===== config.mk =====
export PLATFORM = sky130hd
export DESIGN_NAME = lvdc_top
export DESIGN_NICKNAME = d
export VERILOG_FILES = /design/src/design/lvdc_pkg.sv /design/src/design/lvdc_top.sv
export SDC_FILE = /design/constraint.sdc
export NUM_CORES = 1
export LEC_CHECK = 0
export BUFFER_PORTS_ARGS = -buffer_cell sky130_fd_sc_hd__buf_2
export CORE_AREA = 2 2 102 55
export DETAILED_ROUTE_END_ITERATION = 10
export DIE_AREA = 0 0 104 57
export PLACE_DENSITY_LB_ADDON = 0.08
export SETUP_SLACK_MARGIN = 0.05
export SLEW_MARGIN = 20
export SYNTH_ARGS = -nofsm -noshare
export SYNTH_HDL_FRONTEND = slang
export SYNTH_SLANG_ARGS = --single-unit

===== constraint.sdc =====
create_clock -name clk_i -period 2 [get_ports clk_i]
set_clock_uncertainty 0.2 [all_clocks]
set_input_delay 0.1 -clock clk_i [delete_from_list [all_inputs] [get_ports clk_i]]
set_output_delay 0.1 -clock clk_i [all_outputs]
set_load 0.05 [all_outputs]

===== src/design/lvdc_pkg.sv =====
// lvdc_pkg: constants for the low-voltage detect control block.
// assumes a 100 MHz bus clock and byte-wide cpu register accesses.
package lvdc_pkg;

   // ************************************************************
   // register map
   // ************************************************************
   localparam logic [15:0] LVDC_ADDR_CTRL   = 16'hFFBE;
   localparam logic [15:0] LVDC_ADDR_LEVEL  = 16'hFFBF;
   localparam logic [7:0]  LVDC_CTRL_RESET  = 8'h00;
   localparam logic [3:0]  LVDC_LEVEL_RESET = 4'h0;

   // ************************************************************
   // field positions
   // ************************************************************
   localparam int LVDC_BIT_ENABLE = 7;
   localparam int LVDC_BIT_MODE   = 1;
   localparam int LVDC_BIT_FLAG   = 0;
   localparam int LVDC_LEVEL_W    = 4;

   // level code of the 2.70 V threshold used by the power-up default start
   localparam logic [3:0] LVDC_DEFAULT_LEVEL = 4'hA;

   // ************************************************************
   // timing
   // ************************************************************
   localparam int LVDC_CLK_NS    = 10;
   localparam int LVDC_STAB_NS   = 10000;
   localparam int LVDC_FILT_US   = 200;
   // least times, rounded up to whole cycles
   localparam int LVDC_STAB_CYC  = (LVDC_STAB_NS + LVDC_CLK_NS - 1) / LVDC_CLK_NS;
   localparam int LVDC_FILT_CYC  = (LVDC_FILT_US * 1000 + LVDC_CLK_NS - 1) / LVDC_CLK_NS;
   localparam int LVDC_STAB_W    = $clog2(LVDC_STAB_CYC + 1);

   // ************************************************************
   // sequencer states
   // ************************************************************
   typedef enum logic [2:0] {
      LVDC_IDLE   = 3'b001,
      LVDC_SETTLE = 3'b010,
      LVDC_RUN    = 3'b100
   } lvdc_state_t;

endpackage


===== src/design/lvdc_top.sv =====
// lvdc_top: enable/mode/flag and level-select registers of the supply
// low-voltage detector, comparator control, reset and interrupt requests.
// assumes an analogue comparator outside and a reset controller that
// pulses sys_rst_i for every reset other than the one requested here.
`timescale 1ns/100ps

// Behaviour
// RQ1: mode 0 raises an interrupt on both falling-below and returning-above crossings.
// RQ2: mode 1 holds the internal reset while below the level, releases above.
// RQ3: flag reads 1 only while below; 0 when above or disabled.
// RQ4: control register clears on other resets, survives detector resets.
// RQ5: enable at bit 7, mode at bit 1, read-only flag bit 0, rest zero.
// RQ6: enable starts comparator; result ignored for 10 us stabilisation.
// RQ7: supply must stay below 200 us before the flag sets.
// RQ8: low four bits of level register pick one of sixteen thresholds.
// RQ9: level register clears on other resets, survives detector resets.
// RQ10: software writes zero to level register upper bits.
// RQ11: software leaves the level alone while detection is enabled.
// RQ12: reset mode start order: mask, level, enable, wait, poll, mode.
// RQ13: stop by writing zero, or clear mode then enable.
// RQ14: disabling in interrupt mode while below raises an interrupt.
// RQ15: interrupt mode start order: mask, level, mode, enable, wait, unmask.
// RQ16: any reset forces the detector interrupt mask set.
// RQ17: a detector reset records itself in the reset cause register.
// RQ18: service routine checks flag and clears the request flag.
// RQ19: software waits out supply fluctuation after reset release.
// RQ20: default start option runs reset mode at 2.70 V from power-up.
// RQ21: enable 1 activates detection, 0 stops reset and interrupt.
// RQ22: comparator output passes a two-stage synchroniser first.
// RQ23: each detection change in interrupt mode gives one-cycle interrupt pulse.
module lvdc_top
   import lvdc_pkg::*;
#(
   parameter int FILT_CYCLES = LVDC_FILT_CYC
) (
   input  wire logic        clk_i,
   input  wire logic        sys_rst_i,
   input  wire logic [15:0] bus_addr_i,
   input  wire logic        bus_wr_i,
   input  wire logic        bus_rd_i,
   input  wire logic [7:0]  bus_wdata_i,
   output logic      [7:0]  bus_rdata_o,
   input  wire logic        default_start_option_i,
   input  wire logic        cmp_below_i,
   output logic             cmp_en_o,
   output logic      [3:0]  cmp_level_o,
   output logic             detect_irq_o,
   output logic             detect_reset_o,
   output logic             detect_reset_cause_set_o,
   output logic             detect_irq_mask_set_o
);

   localparam int FILT_W = $clog2(FILT_CYCLES + 1);

   // ************************************************************
   // register file
   // ************************************************************
   logic              detect_enable;
   logic              detect_mode_select;
   logic [3:0]        level_code;
   logic              strap_taken;
   logic              default_active;
   wire               wr_ctrl  = bus_wr_i & (bus_addr_i == LVDC_ADDR_CTRL);
   wire               wr_level = bus_wr_i & (bus_addr_i == LVDC_ADDR_LEVEL);
   wire               rd_ctrl  = bus_rd_i & (bus_addr_i == LVDC_ADDR_CTRL);
   wire               rd_level = bus_rd_i & (bus_addr_i == LVDC_ADDR_LEVEL);

   // only sys_rst_i clears these; the detector's own reset never reaches here
   always_ff @(posedge clk_i or posedge sys_rst_i) begin
      if (sys_rst_i) begin
         detect_enable      <= LVDC_CTRL_RESET[LVDC_BIT_ENABLE]; // RQ4
         detect_mode_select <= LVDC_CTRL_RESET[LVDC_BIT_MODE];
         level_code         <= LVDC_LEVEL_RESET;                 // RQ9
      end else begin
         if (wr_ctrl) begin
            detect_enable      <= bus_wdata_i[LVDC_BIT_ENABLE];  // RQ5
            detect_mode_select <= bus_wdata_i[LVDC_BIT_MODE];
         end
         if (wr_level) begin
            level_code <= bus_wdata_i[LVDC_LEVEL_W-1:0];         // RQ8
         end
      end
   end

   // strap is caught on the first clock after release, never by the reset itself
   always_ff @(posedge clk_i or posedge sys_rst_i) begin
      if (sys_rst_i) begin
         strap_taken    <= 1'b0;
         default_active <= 1'b0;
      end else if (!strap_taken) begin
         strap_taken    <= 1'b1;
         default_active <= default_start_option_i;              // RQ20
      end else if (wr_ctrl) begin
         default_active <= 1'b0;
      end
   end

   // default start overrides the registers, whose enable, mode and level bits keep reading 0
   wire       en_eff    = detect_enable | default_active;       // RQ21
   wire       mode_eff  = detect_mode_select | default_active;  // RQ20
   wire [3:0] level_eff = default_active ? LVDC_DEFAULT_LEVEL : level_code;

   // ************************************************************
   // comparator synchroniser and filter
   // ************************************************************
   logic              below_meta;
   logic              below_s;
   logic [FILT_W-1:0] filt_cnt;

   always_ff @(posedge clk_i or posedge sys_rst_i) begin
      if (sys_rst_i) begin
         below_meta <= 1'b0;
         below_s    <= 1'b0;
      end else begin
         below_meta <= cmp_below_i;                             // RQ22
         below_s    <= below_meta;
      end
   end

   // ************************************************************
   // sequencer
   // ************************************************************
   lvdc_state_t            state;
   lvdc_state_t            next_state;
   logic [LVDC_STAB_W-1:0] stab_cnt;
   logic                   det;

   wire stab_done   = (stab_cnt == LVDC_STAB_W'(LVDC_STAB_CYC - 1));
   wire below_filt  = (filt_cnt == FILT_W'(FILT_CYCLES));
   wire next_det    = (state == LVDC_RUN) & en_eff & below_filt;  // RQ3
   wire next_rst    = en_eff & mode_eff & next_det;               // RQ2
   wire next_irq    = ~mode_eff & (next_det ^ det);               // RQ1 RQ14 RQ23

   always_comb begin
      next_state = state;
      case (state)
         LVDC_IDLE:   if (en_eff) next_state = LVDC_SETTLE;       // RQ6
         LVDC_SETTLE: begin
            if (!en_eff) next_state = LVDC_IDLE;
            else if (stab_done) next_state = LVDC_RUN;
         end
         LVDC_RUN:    if (!en_eff) next_state = LVDC_IDLE;
         default:     next_state = LVDC_IDLE;
      endcase
   end

   always_ff @(posedge clk_i or posedge sys_rst_i) begin
      if (sys_rst_i) begin
         state    <= LVDC_IDLE;
         stab_cnt <= '0;
      end else begin
         state    <= next_state;
         stab_cnt <= (state == LVDC_SETTLE) ? stab_cnt + 1'b1 : '0;
      end
   end

   // low supply must persist through the whole window; any high sample restarts it
   always_ff @(posedge clk_i or posedge sys_rst_i) begin
      if (sys_rst_i) begin
         filt_cnt <= '0;
      end else if (state != LVDC_RUN || !below_s) begin
         filt_cnt <= '0;
      end else if (!below_filt) begin
         filt_cnt <= filt_cnt + 1'b1;                            // RQ7
      end
   end

   // ************************************************************
   // outputs
   // ************************************************************
   always_ff @(posedge clk_i or posedge sys_rst_i) begin
      if (sys_rst_i) begin
         det                      <= 1'b0;
         detect_irq_o             <= 1'b0;
         detect_reset_o           <= 1'b0;
         detect_reset_cause_set_o <= 1'b0;
         detect_irq_mask_set_o    <= 1'b1;                       // RQ16
         cmp_en_o                 <= 1'b0;
         cmp_level_o              <= LVDC_LEVEL_RESET;
      end else begin
         det                      <= next_det;
         detect_irq_o             <= next_irq;
         detect_reset_o           <= next_rst;
         detect_reset_cause_set_o <= next_rst & ~detect_reset_o; // RQ17
         detect_irq_mask_set_o    <= next_rst;                   // RQ16
         cmp_en_o                 <= en_eff;                     // RQ6
         cmp_level_o              <= level_eff;
      end
   end

   // unmapped addresses read zero; data appears the cycle after the strobe
   wire [7:0] ctrl_view  = {detect_enable, 5'b0_0000, detect_mode_select, det}; // RQ5
   wire [7:0] level_view = {4'h0, level_code};
   wire [7:0] next_rdata = rd_ctrl ? ctrl_view : (rd_level ? level_view : 8'h00);

   always_ff @(posedge clk_i or posedge sys_rst_i) begin
      if (sys_rst_i) begin
         bus_rdata_o <= 8'h00;
      end else begin
         bus_rdata_o <= next_rdata;
      end
   end
endmodule


# Word-level counts from Yosys, hierarchy flattened
# Cells that the tools add are included.
[classes] addsub=2 n_eq_ne=13 mux=13 bitwise_logic=15 reduce_logical=3
[op_table] cell="16-bit == test, second input constant" count=2
[op_table] cell="15-bit 2-to-1 mux" count=2
[op_table] cell="15-bit by 1-bit adder with 15-bit output, second input constant" count=1
[op_table] cell="15-bit == test, second input constant" count=1
[op_table] cell="3-bit 2-to-1 mux" count=4
[op_table] cell="10-bit by 1-bit adder with 10-bit output, second input constant" count=1
[op_table] cell="1-bit bitwise AND" count=10
[op_table] cell="10-bit == test, second input constant" count=1
[op_table] cell="10-bit 2-to-1 mux" count=1
[op_table] cell="3-bit case mux with 3 select lines" count=1
[op_table] cell="4-bit 2-to-1 mux" count=2
[op_table] cell="8-bit 2-to-1 mux" count=1
[op_table] cell="3-bit inequality test, second input constant" count=2
[op_table] cell="2-bit by 1-bit inequality test with 1-bit output, second input constant" count=2
[op_table] cell="2-bit inequality test, second input constant" count=2
[op_table] cell="3-bit by 1-bit == test with 1-bit output, second input constant" count=1
[op_table] cell="3-bit by 2-bit == test with 1-bit output, second input constant" count=1
[op_table] cell="3-bit == test, second input constant" count=1
[op_table] cell="3-bit AND reduction" count=1
[op_table] cell="1-bit 2-to-1 mux" count=2
[op_table] cell="1-bit NOT" count=2
[op_table] cell="1-bit bitwise OR" count=2
[op_table] cell="1-bit logical NOT" count=1
[op_table] cell="1-bit logical OR" count=1
[op_table] cell="1-bit bitwise XOR" count=1
[totals] regBits=56 out_inout_bits=17 elab_cells=64

# Logic depth before layout (Yosys ltp)
[depth] ltp_word=5 ltp_mapped=6 mapped_depth_nobuf=6

# Least setup slack after synthesis
# No wires, ideal clock.
[synth_path] path_kind="reg-to-reg" start="register filt_cnt[0]" end="register detect_reset_o" setup_time_ps=89 t_arrival_ps=1680 setup_slack_ps=31 path_stages_with_launch=7 synth_period_minus_slack_ps=1969 path_cell_list="dfrtp_1 inv_1 ha_1 and4bb_2 nand4_4 or4b_4 nor3_2"
[synth_via] elab_chain_cells=3
[synth_lines] item="start: declaration" line="lvdc_top.sv:108" text="logic [FILT_W-1:0] filt_cnt;"
[synth_lines] item="start signal: assignment" line="lvdc_top.sv:164" text="filt_cnt <= filt_cnt + 1'b1;"
[synth_lines] item="15-bit == test" line="lvdc_top.sv:129" text="wire below_filt = (filt_cnt == FILT_W'(FILT_CYCLES));"
[synth_lines] item="1-bit bitwise AND" line="lvdc_top.sv:130" text="wire next_det = (state == LVDC_RUN) & en_eff & below_filt;"
[synth_lines] item="1-bit bitwise AND" line="lvdc_top.sv:131" text="wire next_rst = en_eff & mode_eff & next_det;"
[synth_lines] item="named net next_rst" line="lvdc_top.sv:131"
[synth_lines] item="end signal: assignment" line="lvdc_top.sv:183" text="detect_reset_o <= next_rst;"
[synth_lines] item="end: declaration" line="lvdc_top.sv:48" text="output logic detect_reset_o,"
# The timed path passes the listed nets, and every way through them passes these cells.
# A chain may end at the register's enable or synchronous reset.

# Worst setup path after layout
[layout_path] start="register filt_cnt[0]" end="register detect_reset_cause_set_o"
[layout_via] elab_chain_cells=4
[layout_lines] item="15-bit == test" line="lvdc_top.sv:129"
[layout_lines] item="1-bit bitwise AND" line="lvdc_top.sv:130"
[layout_lines] item="1-bit bitwise AND" line="lvdc_top.sv:131"
[layout_lines] item="1-bit bitwise AND" line="lvdc_top.sv:184" text="detect_reset_cause_set_o <= next_rst & ~detect_reset_o;"
[layout_lines] item="end signal: assignment" line="lvdc_top.sv:184"
[layout_lines] item="end: declaration" line="lvdc_top.sv:49" text="output logic detect_reset_cause_set_o,"
# No other way between the ends.

==> impl_metrics.py <==
metrics = {
    "cells_and_area": {
        "num-fill-cells": 456,
        "drive_above_1_share_pct": 31.2,
        "area_growth_pct": 26.5,
        "antenna_cells": 0,
        "multi_input_area_um2": 1000,
        "finalNetCount": 314,
        "final-seq-area_um2": 1330,
        "instances_no_fill": 355,
    },
    "timing": {
        "rsz0062_at_grt": "true",
        "fin_crit_sh_pct": 96.4,
        "setup_tns_ns": 0,
        "hold_viol_final": 0,
        "max_freq_mhz": 519,
        "finalMaxSlewViolations": 0,
        "worst_slack_ns": 0.0729,
        "setup_viol": 0,
        "post-route-min-period_ns": 1.93,
    },
    "floorplanning": {
        "start_util_pct": 46.2,
        "die_w_um": 104,
        "fp.coreArea_um2": 5130,
        "die_area_um2": 5930,
        "dieHeight_um": 57,
        "num_rows": 19,
        "num_io_pins": 47,
    },
    "setup_path": {
        "worst_ep_required_time_ns": 2.02,
        "critPathKind": "flip-flop to flip-flop",
        "crit_path_end_kind": "flip-flop",
        "cp-start-kind": "flip-flop",
        "arrival_ns": 1.95,
        "path_max_fanout": 3,
    },
    "job": {
        "cap_violations": 0,
    },
    "global_route": {
        "grt_use_total_pct": 17.3,
        "grt_pass1_wl_um": 8060,
        "grt_pass1_vias": 1666,
        "grt_antenna_before_repair": 0,
        "overflow": 0,
        "grt_max_degree": 37,
    },
    "clocking": {
        "path_clk_slew_ns": 0.09,
        "cts.sinks": 53,
        "clk_latency_ns": 0.29,
        "cts_buffers": 5,
        "clk_path_buf_depth": 2,
        "htreeDepth": 2,
        "cts_tree": "built",
        "root_buffer": "clkbuf_8",
    },
    "power": {
        "power.share.combinational_pct": 8.1,
        "power_density_nw_per_um2": 665,
        "peakVddDrop_uv": 337,
        "pwr-share-seq_pct": 55.5,
        "p_sw_share_pct": 21.6,
        "p_clk_share_pct": 36.5,
        "power_leakage_nw": 1.40,
        "intPower_mw": 1.57,
        "switchingPower_uw": 432,
    },
    "placement": {
        "io_buffer_count": 40,
        "post-place-cells": 335,
        "globalplace.congestion": 0.786,
        "dp_hpwl_um": 3300,
        "place_worst_setup_slack_ns": 0.0136,
    },
    "logic_synthesis": {
        "ys_ff_latch": 53,
        "synthTopCellsByArea": "dfrtp_1 54%, nor2_1 4.9%, mux2_2 3.8%",
        "synth_top_area_share_pct": 53.8,
        "async_flop_share_pct": 100,
        "synth.avg_cell_area_um2": 11.1,
        "syn_inst": 213,
        "synth_warnings": 0,
        "synth_top_area_cell": "dfrtp_1",
        "yosysSeqAreaShare_pct": 56.0,
        "synth_edf_count": 0,
        "syn_area_um2": 2370,
        "ys.flop_type": "dfrtp_1",
        "synth_cell_types": 41,
    },
    "status": {
        "outcome": "complete, no violations",
    },
    "detailed_routing": {
        "dr.first_iter.drc_count": 61,
        "drc": 0,
        "drtPass1Iterations": 4,
        "vias_per_cell": 4.79,
        "finalWirelength_um": 4540,
        "ant_nets": 0,
        "post_drt_wl_per_cell_um": 12.8,
        "route.vias.total": 1702,
    },
    "worst_hold_path": {
        "hold_class": "input pin to flip-flop",
    },
}
cells by family (layout without fill, tap and decap cells):
family,count (synthesis),count (layout),synth area share (%)
adder cells (fa/ha/maj),3,3,1.58
AO/OA/AOI/OAI,14,14,3.58
other,2,4,0.316
buffers and inverters,14,81,2.69
multiplexers,11,11,5.06
AND/OR/NAND/NOR,98,98,24.1
XOR/XNOR,18,18,6.64
flip-flops,53,53,56.0
registers in the layout, indices dropped and copies added, names as in the netlist:
register and flops:
filt_cnt 15, stab_cnt 10, bus_rdata_o 5, cmp_level_o 4
level_code 4, state 3, below_meta 1, below_s 1
cmp_en_o 1, default_active 1, det 1, detect_enable 1
detect_irq_mask_set_o 1, detect_irq_o 1, detect_mode_select 1, detect_reset_cause_set_o 1
detect_reset_o 1, strap_taken 1
path summary, 6_finish.rpt:
kind	startpoint	endpoint	slack, ns	cells past startpoint
max	filt_cnt[0]$_DFFE_PP0P_	detect_reset_cause_set_o$_DFF_PP0_	0.07	6
min	bus_addr_i[4]	bus_rdata_o[0]$_DFF_PP0_	0.07	5
max reg2reg	filt_cnt[0]$_DFFE_PP0P_	detect_reset_cause_set_o$_DFF_PP0_	0.07	6
min reg2reg	below_meta$_DFF_PP0_	below_s$_DFF_PP0_	0.16	0
max in group asynchronous	sys_rst_i	state[0]$_DFFE_PP1P_	0.88	4
min in group asynchronous	sys_rst_i	default_active$_DFFE_PP0P_	0.15	3
cell usage after synthesis, types with 2 or more instances:
cell,number
a21oi_1,5
a31o_2,2
and3_1,7
buf_4,3
clkbuf_1,4
conb_1,2
dfrtp_1,51
dfstp_2,2
ha_1,3
inv_1,7
mux2_2,8
mux2i_1,3
nand2_1,9
nand3_1,8
nand3b_1,2
nand4_1,7
nand4b_1,2
nor2_1,31
nor2b_1,3
nor3_1,5
nor3_2,2
nor3b_1,2
nor4_1,5
o21ai_0,4
or2_2,2
or3_1,3
xnor2_1,9
xor2_1,9
what timing repair did:
action                                  CTS  global route
gates resized for setup                   1             3
endpoints found under the setup margin    3             6
hold buffers                             11             0
hold endpoints to repair                 64             0
pin swaps                                 1             0
buffers inserted                          0             1
through the flow:
step	area [um^2]	hold WS [ns]	power [mW]	utilization, %
final	3000	0.0669	2.00	58.5
after global routing	3000	0.0805	2.07	58.5
after CTS	2990	0.0437	2.02	58.1
after detailed placement	2750	-0.0911	1.27	53.6
after global placement	2750	-0.0914	1.27	53.6
after floorplan	2380	-0.0686	1.22	-
power groups by stage:
stage | clock, mW | sequential (mW) | combinational, mW
floorplan | 0 | 1.15 | 0.0721
global placement | 0 | 1.13 | 0.146
detailed placement | 0 | 1.13 | 0.146
CTS | 0.753 | 1.11 | 0.163
global route | 0.783 | 1.11 | 0.180
finish | 0.729 | 1.11 | 0.161
layout make-up:
cell class	instances	share of cell area [%]
multi-input cells	148	33.5
repair buffers	66	14.5
well taps	73	3.04
clock buffers	7	2.88
inverters	7	0.875
flip-flops and latches	53	44.2
clock inverters	1	1.00
per-layer routing:
metal  GRT usage [%]  vias to the layer above  share of wire [%]
met4            3.86                        0               0.55
met3            4.34                        4                4.8
met2            22.8                       32                 37
li1                -                      863                  -
met5               0                        -                  0
met1            28.1                      803                 57
worst max-delay path, cell delays in order (launching register included):
cell and delay (ns):
dfrtp_1 0.39, inv_1 0.06, ha_1 0.14, and4bb_2 0.26, nand4_4 0.11, or4b_4 0.54, nor3_2 0.16
cell usage in the layout (no fill, tap or decap), types with 2 or more instances in the layout:
cell type / netlist / layout
inv_1: 7 / 6
a31o_2: 2 / 2
dlygate4sd3_1: 0 / 11
nand2_1: 9 / 9
nand4b_1: 2 / 2
xor2_1: 9 / 9
clkbuf_8: 0 / 6
ha_1: 3 / 3
and3_1: 7 / 7
conb_1: 2 / 4
nor4_1: 5 / 5
mux2_2: 8 / 8
nand4_1: 7 / 7
nor2b_1: 3 / 3
xnor2_1: 9 / 9
buf_4: 3 / 14
dfrtp_1: 51 / 51
dfstp_2: 2 / 2
or3_1: 3 / 3
a21oi_1: 5 / 5
mux2i_1: 3 / 3
nor2_1: 31 / 31
nand3b_1: 2 / 2
buf_2: 0 / 40
nor3_2: 2 / 2
nor3_1: 5 / 4
nand3_1: 8 / 8
o21ai_0: 4 / 4
or2_2: 2 / 2
(Power assumes the default switching activity.)
